## src/pcs_pkg.sv

```systemverilog
package pcs_pkg;

   // host bus timing and the hundredths tick
   localparam int unsigned CLK_PERIOD_NS = 100;
   localparam int unsigned HUND_PERIOD_NS = 10000000;
   localparam int unsigned HUND_CYCLES_DFLT = HUND_PERIOD_NS / CLK_PERIOD_NS;

   // serial stream lengths
   localparam int unsigned STREAM_BITS = 64;
   localparam logic [5:0] STREAM_LAST = 6'h3F;
   localparam logic [5:0] STREAM_FIRST = 6'h00;

   // unlock pattern, bit i is the i-th bit sent (C5 3A A3 5C C5 3A A3 5C, lsb first)
   localparam logic [63:0] UNLOCK_PATTERN = 64'h5CA33AC55CA33AC5;

   // timekeeping register indices
   localparam int unsigned REG_HUND = 0;
   localparam int unsigned REG_SEC = 1;
   localparam int unsigned REG_MIN = 2;
   localparam int unsigned REG_HOUR = 3;
   localparam int unsigned REG_WEEK = 4;
   localparam int unsigned REG_DATE = 5;
   localparam int unsigned REG_MONTH = 6;
   localparam int unsigned REG_YEAR = 7;
   localparam int unsigned REG_COUNT = 8;

   // field positions
   localparam int unsigned HOUR_MODE_BIT = 7;
   localparam int unsigned HOUR_PM_BIT = 5;
   localparam int unsigned WEEK_RSTGATE_BIT = 4;
   localparam int unsigned WEEK_OSCOFF_BIT = 5;

   // implemented bits per register, byte 7 first; the others read zero
   localparam logic [63:0] REG_MASK = 64'hFF1F3F37BF7F7FFF;
   // reset contents: 01-01-00, weekday 1, gate and oscillator-off bits set
   localparam logic [63:0] REG_RESET = 64'h0001013100000000;

   // bcd limits
   localparam logic [7:0] BCD_00 = 8'h00;
   localparam logic [7:0] BCD_01 = 8'h01;
   localparam logic [7:0] BCD_02 = 8'h02;
   localparam logic [7:0] BCD_04 = 8'h04;
   localparam logic [7:0] BCD_06 = 8'h06;
   localparam logic [7:0] BCD_07 = 8'h07;
   localparam logic [7:0] BCD_09 = 8'h09;
   localparam logic [7:0] BCD_11 = 8'h11;
   localparam logic [7:0] BCD_12 = 8'h12;
   localparam logic [7:0] BCD_23 = 8'h23;
   localparam logic [7:0] BCD_28 = 8'h28;
   localparam logic [7:0] BCD_29 = 8'h29;
   localparam logic [7:0] BCD_30 = 8'h30;
   localparam logic [7:0] BCD_31 = 8'h31;
   localparam logic [7:0] BCD_59 = 8'h59;
   localparam logic [7:0] BCD_99 = 8'h99;

   // access sequencer states
   typedef enum logic [3:0] {
      PCS_ST_IDLE = 4'h1,
      PCS_ST_MATCH = 4'h2,
      PCS_ST_MISS = 4'h4,
      PCS_ST_XFER = 4'h8
   } pcs_state_e;

endpackage

```

## src/pcs_bcd_step.sv

```systemverilog
`timescale 1ns/100ps
`default_nettype none

// one bcd field step: advance, or wrap to low once top is reached
module pcs_bcd_step (
   input wire logic [7:0] value_i,
   input wire logic [7:0] top_i,
   input wire logic [7:0] low_i,
   output logic [7:0] next_o,
   output logic wrap_o
);

   // a field already past top also wraps, so a bad load recovers
   always_comb begin
      wrap_o = 1'h0;
      if (value_i >= top_i) begin
         next_o = low_i;
         wrap_o = 1'h1;
      end else if (value_i[3:0] >= 4'h9) begin
         next_o = {value_i[7:4] + 4'h1, 4'h0};
      end else begin
         next_o = {value_i[7:4], value_i[3:0] + 4'h1};
      end
   end

endmodule

`default_nettype wire

```

## src/pcs_top.sv

```systemverilog
`timescale 1ns/100ps
`default_nettype none

// Function
// - 64 writes on data bit 0 are compared against the comparison register.
// - before full recognition every access goes to the mated memory.
// - after recognition next 64 cycles reach the clock, memory inhibited.
// - a read cycle arms the pointer at the first pattern bit.
// - a matching unlock write advances the pointer.
// - a mismatch freezes the pointer; later writes ignored until a read.
// - a read during recognition aborts and rewinds the pointer.
// - unlock writes still reach memory; host keeps one scratch address.
// - pattern is C5 3A A3 5C C5 3A A3 5C, each byte lsb first.
// - transfer cycles drive data bit 0 on reads, capture it on writes.
// - cycles with socket chip enable inactive disturb nothing.
// - supply below threshold forces memory chip enable inactive, blocks clock writes.
// - with good supply and no transfer, memory chip enable follows socket chip enable.
// - transfer walks eight registers, bit 0 of reg 0 to bit 7 of reg 7.
// - all timekeeping contents are binary coded decimal.
// - hours bit 7 high selects 12-hour, low selects 24-hour.
// - hours bit 5 is pm in 12-hour mode, tens-of-twenty in 24-hour.
// - weekday bit 4 low lets reset pin low abort a transfer.
// - weekday bit 5 high stops the oscillator, low runs it.
// - reset gate and oscillator bits are both one after reset.
// - counts hundredths, seconds, minutes, hours, weekday, date, month, year.
// - date rolls at true month end with leap february through 2099.
// - unused bits in registers 1 to 6 read zero, writes accepted.
module pcs_top #(
   parameter int unsigned HUND_CYCLES = pcs_pkg::HUND_CYCLES_DFLT
) (
   input wire logic sys_clk_i,
   input wire logic rst_i,
   input wire logic ce_n_i,
   input wire logic oe_n_i,
   input wire logic we_n_i,
   input wire logic serial_data_bit_i,
   input wire logic reset_n_i,
   input wire logic power_fail_i,
   output logic serial_data_bit_o,
   output logic serial_data_bit_oe_o,
   output logic mem_ce_n_o
);

   localparam int unsigned PW = $clog2(HUND_CYCLES);

   // the prescaler needs at least two states to make a tick
   if (HUND_CYCLES < 2) begin : g_bad_hund
      $error("HUND_CYCLES must be at least 2");
   end

   pcs_pkg::pcs_state_e state_q, state_d;
   logic [5:0] ptr_q, ptr_d;
   logic [5:0] bit_q, bit_d;
   logic [63:0] shadow_q, shadow_d;
   logic dirty_q, dirty_d;
   logic load_q, load_d;
   logic rd_act_q, rd_act_d;
   logic wr_act_q, wr_act_d;
   logic dq_q, dq_d;
   logic dq_out_q, dq_out_d;
   logic dq_oe_q, dq_oe_d;
   logic mem_ce_n_q, mem_ce_n_d;
   logic [7:0] t_q [pcs_pkg::REG_COUNT];
   logic [7:0] t_d [pcs_pkg::REG_COUNT];
   logic [PW-1:0] cnt_q, cnt_d;
   logic [63:0] time_w;
   logic rd_now, wr_now, rd_end, wr_end, xfer_abort;
   logic running, tick;
   logic [7:0] dim;
   logic leap;
   logic [7:0] hund_n, sec_n, min_n, h24_n, h12_n, wk_n, date_n, mon_n, yr_n;
   logic hund_w, sec_w, min_w, h24_w, h12_w, wk_w, date_w, mon_w, yr_w;

   // socket cycle qualifiers; a power fail blocks every cycle to the clock
   // ignore deselected
   always_comb begin
      rd_now = !power_fail_i && !ce_n_i && !oe_n_i && we_n_i;
      wr_now = !power_fail_i && !ce_n_i && !we_n_i;
      rd_end = rd_act_q && !rd_now;
      wr_end = wr_act_q && !wr_now;
   end

   // flat view of the time registers, also the snapshot source
   always_comb begin
      time_w = 64'h0;
      for (int i = 0; i < pcs_pkg::REG_COUNT; i++) begin
         time_w[i*8 +: 8] = t_q[i];
      end
   end

   assign xfer_abort = !reset_n_i && !t_q[pcs_pkg::REG_WEEK][pcs_pkg::WEEK_RSTGATE_BIT];

   // access sequencer; a cycle counts once, at the end of its strobe
   always_comb begin
      state_d = state_q;
      ptr_d = ptr_q;
      bit_d = bit_q;
      shadow_d = shadow_q;
      dirty_d = dirty_q;
      load_d = 1'h0;
      rd_act_d = rd_now;
      wr_act_d = wr_now;
      // data is sampled while the write strobe is low, used at its end
      dq_d = wr_now ? serial_data_bit_i : dq_q;
      case (state_q)
         pcs_pkg::PCS_ST_IDLE: begin
            if (rd_end) begin
               state_d = pcs_pkg::PCS_ST_MATCH;
               ptr_d = pcs_pkg::STREAM_FIRST;
            end
         end
         pcs_pkg::PCS_ST_MATCH: begin
            if (rd_end) begin
               ptr_d = pcs_pkg::STREAM_FIRST;
            end else if (wr_end) begin
               if (dq_q == pcs_pkg::UNLOCK_PATTERN[ptr_q]) begin
                  if (ptr_q == pcs_pkg::STREAM_LAST) begin
                     state_d = pcs_pkg::PCS_ST_XFER;
                     bit_d = pcs_pkg::STREAM_FIRST;
                     shadow_d = time_w;
                     dirty_d = 1'h0;
                  end else begin
                     ptr_d = ptr_q + 6'h01;
                  end
               end else begin
                  state_d = pcs_pkg::PCS_ST_MISS;
               end
            end
         end
         pcs_pkg::PCS_ST_MISS: begin
            if (rd_end) begin
               state_d = pcs_pkg::PCS_ST_MATCH;
               ptr_d = pcs_pkg::STREAM_FIRST;
            end
         end
         pcs_pkg::PCS_ST_XFER: begin
            if (xfer_abort) begin
               state_d = pcs_pkg::PCS_ST_IDLE;
               dirty_d = 1'h0;
            end else if (rd_end || wr_end) begin
               if (wr_end) begin
                  shadow_d[bit_q] = dq_q;
                  dirty_d = 1'h1;
               end
               bit_d = bit_q + 6'h01;
               if (bit_q == pcs_pkg::STREAM_LAST) begin
                  state_d = pcs_pkg::PCS_ST_IDLE;
                  load_d = dirty_q || wr_end;
                  dirty_d = 1'h0;
               end
            end
         end
         default: begin
            state_d = pcs_pkg::PCS_ST_IDLE;
         end
      endcase
   end

   // pin drivers, registered so every output leaves a flip-flop
   always_comb begin
      dq_oe_d = (state_q == pcs_pkg::PCS_ST_XFER) && rd_now && !xfer_abort;
      dq_out_d = shadow_q[bit_q];
      mem_ce_n_d = power_fail_i || ce_n_i || (state_q == pcs_pkg::PCS_ST_XFER);
   end

   always_ff @(posedge sys_clk_i or posedge rst_i) begin
      if (rst_i) begin
         state_q <= pcs_pkg::PCS_ST_IDLE;
         ptr_q <= 6'h00;
         bit_q <= 6'h00;
         shadow_q <= 64'h0;
         dirty_q <= 1'h0;
         load_q <= 1'h0;
         rd_act_q <= 1'h0;
         wr_act_q <= 1'h0;
         dq_q <= 1'h0;
         dq_out_q <= 1'h0;
         dq_oe_q <= 1'h0;
         mem_ce_n_q <= 1'h1;
      end else begin
         state_q <= state_d;
         ptr_q <= ptr_d;
         bit_q <= bit_d;
         shadow_q <= shadow_d;
         dirty_q <= dirty_d;
         load_q <= load_d;
         rd_act_q <= rd_act_d;
         wr_act_q <= wr_act_d;
         dq_q <= dq_d;
         dq_out_q <= dq_out_d;
         dq_oe_q <= dq_oe_d;
         mem_ce_n_q <= mem_ce_n_d;
      end
   end

   assign serial_data_bit_o = dq_out_q;
   assign serial_data_bit_oe_o = dq_oe_q;
   assign mem_ce_n_o = mem_ce_n_q;

   // hundredths prescaler; held cleared while the oscillator is stopped
   // oscillator control
   always_comb begin
      running = !t_q[pcs_pkg::REG_WEEK][pcs_pkg::WEEK_OSCOFF_BIT];
      tick = running && (cnt_q == PW'(HUND_CYCLES - 1));
      if (!running || tick) begin
         cnt_d = '0;
      end else begin
         cnt_d = cnt_q + PW'(1);
      end
   end

   // leap years
   // a two-digit year divisible by four is leap, which holds through 2099
   always_comb begin
      if (t_q[pcs_pkg::REG_YEAR][4]) begin
         leap = (t_q[pcs_pkg::REG_YEAR][3:0] == 4'h2) || (t_q[pcs_pkg::REG_YEAR][3:0] == 4'h6);
      end else begin
         leap = (t_q[pcs_pkg::REG_YEAR][3:0] == 4'h0) || (t_q[pcs_pkg::REG_YEAR][3:0] == 4'h4) ||
                (t_q[pcs_pkg::REG_YEAR][3:0] == 4'h8);
      end
      case (t_q[pcs_pkg::REG_MONTH])
         pcs_pkg::BCD_02: dim = leap ? pcs_pkg::BCD_29 : pcs_pkg::BCD_28;
         pcs_pkg::BCD_04, pcs_pkg::BCD_06, pcs_pkg::BCD_09, pcs_pkg::BCD_11: dim = pcs_pkg::BCD_30;
         default: dim = pcs_pkg::BCD_31;
      endcase
   end

   pcs_bcd_step u_hund (
      .value_i(t_q[pcs_pkg::REG_HUND]), .top_i(pcs_pkg::BCD_99), .low_i(pcs_pkg::BCD_00),
      .next_o(hund_n), .wrap_o(hund_w)
   );
   pcs_bcd_step u_sec (
      .value_i(t_q[pcs_pkg::REG_SEC]), .top_i(pcs_pkg::BCD_59), .low_i(pcs_pkg::BCD_00),
      .next_o(sec_n), .wrap_o(sec_w)
   );
   pcs_bcd_step u_min (
      .value_i(t_q[pcs_pkg::REG_MIN]), .top_i(pcs_pkg::BCD_59), .low_i(pcs_pkg::BCD_00),
      .next_o(min_n), .wrap_o(min_w)
   );
   pcs_bcd_step u_h24 (
      .value_i({2'h0, t_q[pcs_pkg::REG_HOUR][5:0]}), .top_i(pcs_pkg::BCD_23), .low_i(pcs_pkg::BCD_00),
      .next_o(h24_n), .wrap_o(h24_w)
   );
   pcs_bcd_step u_h12 (
      .value_i({3'h0, t_q[pcs_pkg::REG_HOUR][4:0]}), .top_i(pcs_pkg::BCD_12), .low_i(pcs_pkg::BCD_01),
      .next_o(h12_n), .wrap_o(h12_w)
   );
   pcs_bcd_step u_wk (
      .value_i({5'h00, t_q[pcs_pkg::REG_WEEK][2:0]}), .top_i(pcs_pkg::BCD_07), .low_i(pcs_pkg::BCD_01),
      .next_o(wk_n), .wrap_o(wk_w)
   );
   pcs_bcd_step u_date (
      .value_i(t_q[pcs_pkg::REG_DATE]), .top_i(dim), .low_i(pcs_pkg::BCD_01),
      .next_o(date_n), .wrap_o(date_w)
   );
   pcs_bcd_step u_mon (
      .value_i(t_q[pcs_pkg::REG_MONTH]), .top_i(pcs_pkg::BCD_12), .low_i(pcs_pkg::BCD_01),
      .next_o(mon_n), .wrap_o(mon_w)
   );
   pcs_bcd_step u_yr (
      .value_i(t_q[pcs_pkg::REG_YEAR]), .top_i(pcs_pkg::BCD_99), .low_i(pcs_pkg::BCD_00),
      .next_o(yr_n), .wrap_o(yr_w)
   );

   // calendar: a committed transfer wins over a tick in the same cycle
   always_comb begin
      logic carry;
      logic pm;
      logic h11;
      carry = 1'h0;
      pm = 1'h0;
      h11 = 1'h0;
      for (int i = 0; i < pcs_pkg::REG_COUNT; i++) begin
         t_d[i] = t_q[i];
      end
      if (load_q) begin
         for (int i = 0; i < pcs_pkg::REG_COUNT; i++) begin
            t_d[i] = shadow_q[i*8 +: 8] & pcs_pkg::REG_MASK[i*8 +: 8];
         end
      end else if (tick) begin
         t_d[pcs_pkg::REG_HUND] = hund_n;
         if (hund_w) begin
            t_d[pcs_pkg::REG_SEC] = sec_n;
         end
         if (hund_w && sec_w) begin
            t_d[pcs_pkg::REG_MIN] = min_n;
         end
         if (hund_w && sec_w && min_w) begin
            if (t_q[pcs_pkg::REG_HOUR][pcs_pkg::HOUR_MODE_BIT]) begin
               // pm flips at eleven to twelve
               h11 = ({3'h0, t_q[pcs_pkg::REG_HOUR][4:0]} == pcs_pkg::BCD_11);
               pm = t_q[pcs_pkg::REG_HOUR][pcs_pkg::HOUR_PM_BIT] ^ h11;
               carry = t_q[pcs_pkg::REG_HOUR][pcs_pkg::HOUR_PM_BIT] && h11;
               t_d[pcs_pkg::REG_HOUR] = {1'h1, 1'h0, pm, h12_n[4:0]};
            end else begin
               // bit 5 is tens of twenty
               carry = h24_w;
               t_d[pcs_pkg::REG_HOUR] = {2'h0, h24_n[5:0]};
            end
         end
         if (carry) begin
            t_d[pcs_pkg::REG_WEEK] = {t_q[pcs_pkg::REG_WEEK][7:3], wk_n[2:0]};
            t_d[pcs_pkg::REG_DATE] = date_n;
         end
         if (carry && date_w) begin
            t_d[pcs_pkg::REG_MONTH] = mon_n;
         end
         if (carry && date_w && mon_w) begin
            t_d[pcs_pkg::REG_YEAR] = yr_n;
         end
      end
   end

   always_ff @(posedge sys_clk_i or posedge rst_i) begin
      if (rst_i) begin
         cnt_q <= '0;
         for (int i = 0; i < pcs_pkg::REG_COUNT; i++) begin
            t_q[i] <= pcs_pkg::REG_RESET[i*8 +: 8];
         end
      end else begin
         cnt_q <= cnt_d;
         for (int i = 0; i < pcs_pkg::REG_COUNT; i++) begin
            t_q[i] <= t_d[i];
         end
      end
   end

endmodule

`default_nettype wire

```

## config.mk

```make
export PLATFORM = sky130hd
export DESIGN_NAME = pcs_top
export DESIGN_NICKNAME = d
export VERILOG_FILES = /design/src/pcs_pkg.sv /design/src/pcs_bcd_step.sv /design/src/pcs_top.sv
export SDC_FILE = /design/constraint.sdc
export NUM_CORES = 1
export LEC_CHECK = 0
export BUFFER_PORTS_ARGS = -buffer_cell sky130_fd_sc_hd__buf_2
export CAP_MARGIN = 20
export CORE_MARGIN = 4
export CORE_UTILIZATION = 35
export CTS_CLUSTER_SIZE = 25
export DETAILED_ROUTE_END_ITERATION = 10
export PLACE_DENSITY_LB_ADDON = 0.15
export SYNTH_ARGS = -nofsm -noshare
export SYNTH_HDL_FRONTEND = slang
export SYNTH_SLANG_ARGS = --single-unit
```

## constraint.sdc

```tcl
create_clock -name sys_clk_i -period 5.6 [get_ports sys_clk_i]
set_input_delay 0.28 -clock sys_clk_i [delete_from_list [all_inputs] [get_ports sys_clk_i]]
set_output_delay 0.28 -clock sys_clk_i [all_outputs]
set_load 0.01 [all_outputs]
```

# Yosys cells after proc, flatten, opt, wreduce, memory -nomap -nowiden
# Memory sizes are Yosys's and may differ from the RTL's.
# Cells that the tools add are included.
# word_totals
memories	1
ff_bits	169
out_inout_bits	3
rom_bits	64
# mem_list
memory	words	word_bits	read_ports	rd_ports_with_merged_regs	write_ports	line_no	text
(name not given)	64	1	1	0	0	pcs_top.sv:116	if (dq_q == pcs_pkg::UNLOCK_PATTERN[ptr_q]) begin
# op_classes
n_eq_ne	34
mux	90
addsub	19
order_cmp	20
bitwise	1
n_reduce_logical	72
# op_table
cell	n
2-to-1 mux 64 bit	9
2-to-1 mux 8 bit	18
one-hot mux 64 bit (2 select lines)	1
2-to-1 mux 6 bit	13
bitwise mux 64 bit	1
adder 4 x 1 -> 4 bit (second input constant)	13
2-to-1 mux 4 bit	8
>= comparator 4 bit (second input constant)	7
2-to-1 mux 1 bit	27
one-hot mux 6 bit (2 select lines)	2
inequality test 3 bit (second input constant)	6
AND reduction 3 bit	6
nonzero test 2 bit	9
nonzero test 3 bit	6
adder 17 x 1 -> 17 bit (second input constant)	1
== test 17 bit (second input constant)	1
2-to-1 mux 17 bit	1
== test 8 x 3 -> 1 bit (second input constant)	2
>= comparator 8 x 7 -> 1 bit (second input constant)	2
>= comparator 8 bit (second input constant)	2
logical AND 1 bit	16
< comparator 6 x 7 -> 1 bit (second input constant)	2
inequality test 2 bit (second input constant)	7
AND reduction 2 bit	7
other kinds (44)	69

# Depth between registers and ports, before layout
# depth
word_depth	13
depth_mapped	14

# Cells and area by module
# Synthesis repeated with hierarchy kept, for this count alone.
# hier_totals
hier_cells	1550
area_unflattened_um2	13872.1
# modules_own_cells
module	area_each_um2	cells_each	n_inst
pcs_top	9266.4	1028	1
pcs_bcd_step	511.7	58	9

# Least setup slack after synthesis
# Ideal clock, no wire load.
# synth_path
kind	register to register
start	reg t_q[8] in the netlist's numbering
end	reg t_q[11] in the netlist's numbering
required_time_ns	5.518
arrival_ns	3.064
stages_incl_launch_ff	15
setup_time_ns	0.082
setup_slack_ns	2.454
cell_sequence	dfstp_2 > inv_1 > ha_1 > o211ai_1 > a21oi_1 > o21ai_0 > mux2_2 > ha_1 > or4b_1 > a221oi_2 > nand2_1 > nand4_1 > buf_4 > a21oi_1 > o22ai_1
# synth_between
elab_chain_cells	8
# synth_rtl
element	line_no	text
from (decl)	pcs_top.sv:63	logic [7:0] t_q [pcs_pkg::REG_COUNT];
from (signal, indexed assignment)	pcs_top.sv:318	t_q[i] <= pcs_pkg::REG_RESET[i*8 +: 8];
from (signal, indexed assignment)	pcs_top.sv:323	t_q[i] <= t_d[i];
== test 8 x 3 -> 1 bit, or another cell as far along	pcs_top.sv:221	case (t_q[pcs_pkg::REG_MONTH])
OR reduction 4 bit	pcs_top.sv:221	
one-hot mux 5 bit (2 select lines)	pcs_top.sv:221	
>= comparator 8 x 6 -> 1 bit	pcs_bcd_step.sv:16	if (value_i >= top_i) begin
2-to-1 mux 1 bit	pcs_bcd_step.sv:16	
logical AND 1 bit	pcs_top.sv:305	if (carry && date_w) begin
nonzero test 2 bit (no line)	--	
AND reduction 2 bit (no line)	--	
# Parallel ways exist; a longest one is shown, timed or not. The select of a mux whose other input is x is not followed.
# A chain may end at the register's enable or synchronous reset.

# Worst setup path in the final report
# layout_path
start	reg t_q[8] in the netlist's numbering
end	reg t_q[12] in the netlist's numbering
# layout_between
elab_chain_cells	8
# layout_rtl
element	line_no
== test 8 x 3 -> 1 bit, or another cell as far along	pcs_top.sv:221
OR reduction 4 bit	pcs_top.sv:221
one-hot mux 5 bit (2 select lines)	pcs_top.sv:221
>= comparator 8 x 6 -> 1 bit	pcs_bcd_step.sv:16
2-to-1 mux 1 bit	pcs_bcd_step.sv:16
logical AND 1 bit	pcs_top.sv:305
nonzero test 2 bit (no line)	--
AND reduction 3 bit (no line)	--
# Parallel ways exist; a longest one is shown, timed or not. The select of a mux whose other input is x is not followed.

==> impl_metrics.toml <==
[run_status]
outcome = "completed"

[sta]
rsz0062_at_grt = "false"
fin_crit_ns = 3.74
hold-worst-slack_ns = 0.0557
fin_crit_sh_pct = 66.8
fin_skew_ns = 0.0195
setup_slack_ns = 1.86
setup_viol_count_final = 0
fmax_mhz = 267
fin_tns_setup_ns = 0
hold_violations = 0
worst_pin_slew_ns = 1.02
drv_slew = 0
max-slew-margin-rel_pct = 31.2

[final_layout]
multiInputGateArea_um2 = 5800
drive_gt1_share_pct = 9.96
fill_cells = 3014
ff_latch_area_um2 = 4140
final_net_count = 1239
utilization_pct = 39.2
layout_commonest_cell = "dfrtp_1"
syn_to_final_growth_pct = 9.14
final_cell_mix = "157 x dfrtp_1, 156 x o21ai_0, 142 x a21oi_1"

[route]
via_per_inst = 5.87
dr.pass1.iters = 5
drt-total-wl_mm = 31.9
drc = 0
wl_per_cell_um = 20.2
first_iter_violations = 873
postRouteAntennaNets = 0
vias = 9277

[synth]
synth_edf_count = 0
synthArstFlopShare_pct = 100
synthCells = 1210
synth.distinct_cells = 76
yosys_warnings = 0
ys_ff_latch = 165
ys_seq_area_share_pct = 39.7
synth_area_per_cell_um2 = 8.61
syn_nets = 1267
synth_area_um2 = 10400
synthFlopType = "dfrtp_1"

[clocking]
clock_sinks = 165
cts-root-buf = "clkbuf_16"
postCtsSetupBuffers = 0
cts_tree = "done"
htreeDepth = 4
cts_buffers = 17
insertion_delay_ns = 0.45
path_clk_slew_ns = 0.08
clock_path_buffers = 2

[setup_path]
cp-start-kind = "flop"
cp.arrival_ns = 4.06
endpoint_kind = "flop"
criticalPathCategory = "flop to flop"
worst_ep_required_time_ns = 5.92
crit_fanout = 14

[power]
finalPower_mw = 3.02
leakagePower_nw = 4.57
irDropWorstVdd_v = 0.000206
p_per_area_nw_per_um2 = 265

[floorplan]
core_area_um2 = 29000
die_area_um2 = 32600
die_x_um = 181
start_util_pct = 35.9
die_h_um = 181
io_pins = 11
row_count = 62

[global_route]
grt_max_degree = 71
antenna_found_initial = 0
grt_pass1_vias = 8907
grt_usage_pct = 19.5
grt_overflow = 0
grt_pass1_wl_mm = 51.5

[place]
dp_hpwl_mm = 21.8
dp_slack_ns = 1.93
port_buffers = 10
place_congestion = 0.842

[job]
drv_cap = 0

[hold_path]
hold_class = "input pin to flop"
[layer usage]
| metal | share of wire (%) | GRT usage (%) | up-vias |
|---|---|---|---|
| met1 | 48 | 28.5 | 4542 |
| met5 | 0 | 0 | - |
| met3 | 4.4 | 3.55 | 43 |
| li1 | - | - | 4452 |
| met4 | 2.4 | 5.96 | 0 |
| met2 | 45 | 29.5 | 240 |
[final timing paths]
check / start / to / slack, ns / depth (start not counted)
setup / recovery: t_q[8] / t_q[12] / 1.86 / 13
hold / removal: ce_n_i / mem_ce_n_o / 0.06 / 2
setup reg to reg: t_q[8] / t_q[12] / 1.86 / 13
hold reg to reg: cnt_q[0] / cnt_q[0] / 0.49 / 1
max in group asynchronous: rst_i / serial_data_bit_o / 3.98 / 4
min in group asynchronous: rst_i / cnt_q[15] / 0.42 / 3
[critical path: stages (launching register included)]
cell,delay (ns)
dfstp_2,0.59
inv_1,0.10
ha_1,0.24
o211ai_1,0.16
a21oi_1,0.09
o21ai_0,0.22
mux2_2,0.19
ha_1,0.22
or4b_1,0.49
a221oi_2,0.35
nand2_1,0.21
nand4_1,0.50
or2_2,0.21
a21oi_1,0.06
[synth_stat cells, types with 11 or more instances]
cell	n	area, um2
dfrtp_1	158	3950
o21ai_0	156	781
a21oi_1	142	711
nand2_1	86	323
nor2_1	83	312
ha_1	49	613
clkbuf_1	47	176
nand3_1	41	205
inv_1	38	143
nor3_1	32	160
a22oi_1	31	233
o22ai_1	27	169
a31oi_1	20	125
o21ai_1	20	100
and3_1	17	106
buf_2	17	85.1
mux2_2	13	146
nand4_1	12	75.1
and2_1	11	68.8
o31ai_1	11	82.6
[cell type report]
type	count	area share, %
clock buffer	17	3.74
timing repair buffer	31	1.92
inverter	39	1.33
sequential	165	36.4
clock inverter	15	1.35
multi-input combinational	928	51.0
antenna	1	0.0220
tap	384	4.23
[flip-flops by register name (all words and copies together) (netlist names)]
signal                count
t_q                      60
ptr_q                     6
bit_q                     6
serial_data_bit_o         1
rd_act_q                  1
mem_ce_n_o                1
serial_data_bit_oe_o      1
state_q                   4
dq_q                      1
dirty_q                   1
wr_act_q                  1
cnt_q                    17
load_q                    1
shadow_q                 64
[per-stage QoR]
step	cells	area, um2
detailed placement	1546	10800
CTS	1579	11400
global route	1579	11400
floorplan	1210	10400
global placement	1545	10800
finish	1580	11400
[where the power goes]
part	internal (mW)	switching, mW	total (mW)
combinational	0.156	0.239	0.396
clock	0.597	0.597	1.19
sequential	1.30	0.128	1.43
total	2.05	0.965	3.02
[kinds of logic after synthesis]
kind of cell / synth area share [%]
flops: 39.7
buf+inv: 4.82
compound gates: 27.4
xor+xnor: 1.26
fa+ha+maj: 5.89
simple gates: 17.3
mux: 3.60
[what timing repair did]
action / 4_1_cts / 5_1_grt
hold buffers: 1 / 0
gates resized for setup: 0 / 0
hold endpoints to repair: 48 / 0
No activity file was read; power rests on OpenSTA's default activity.
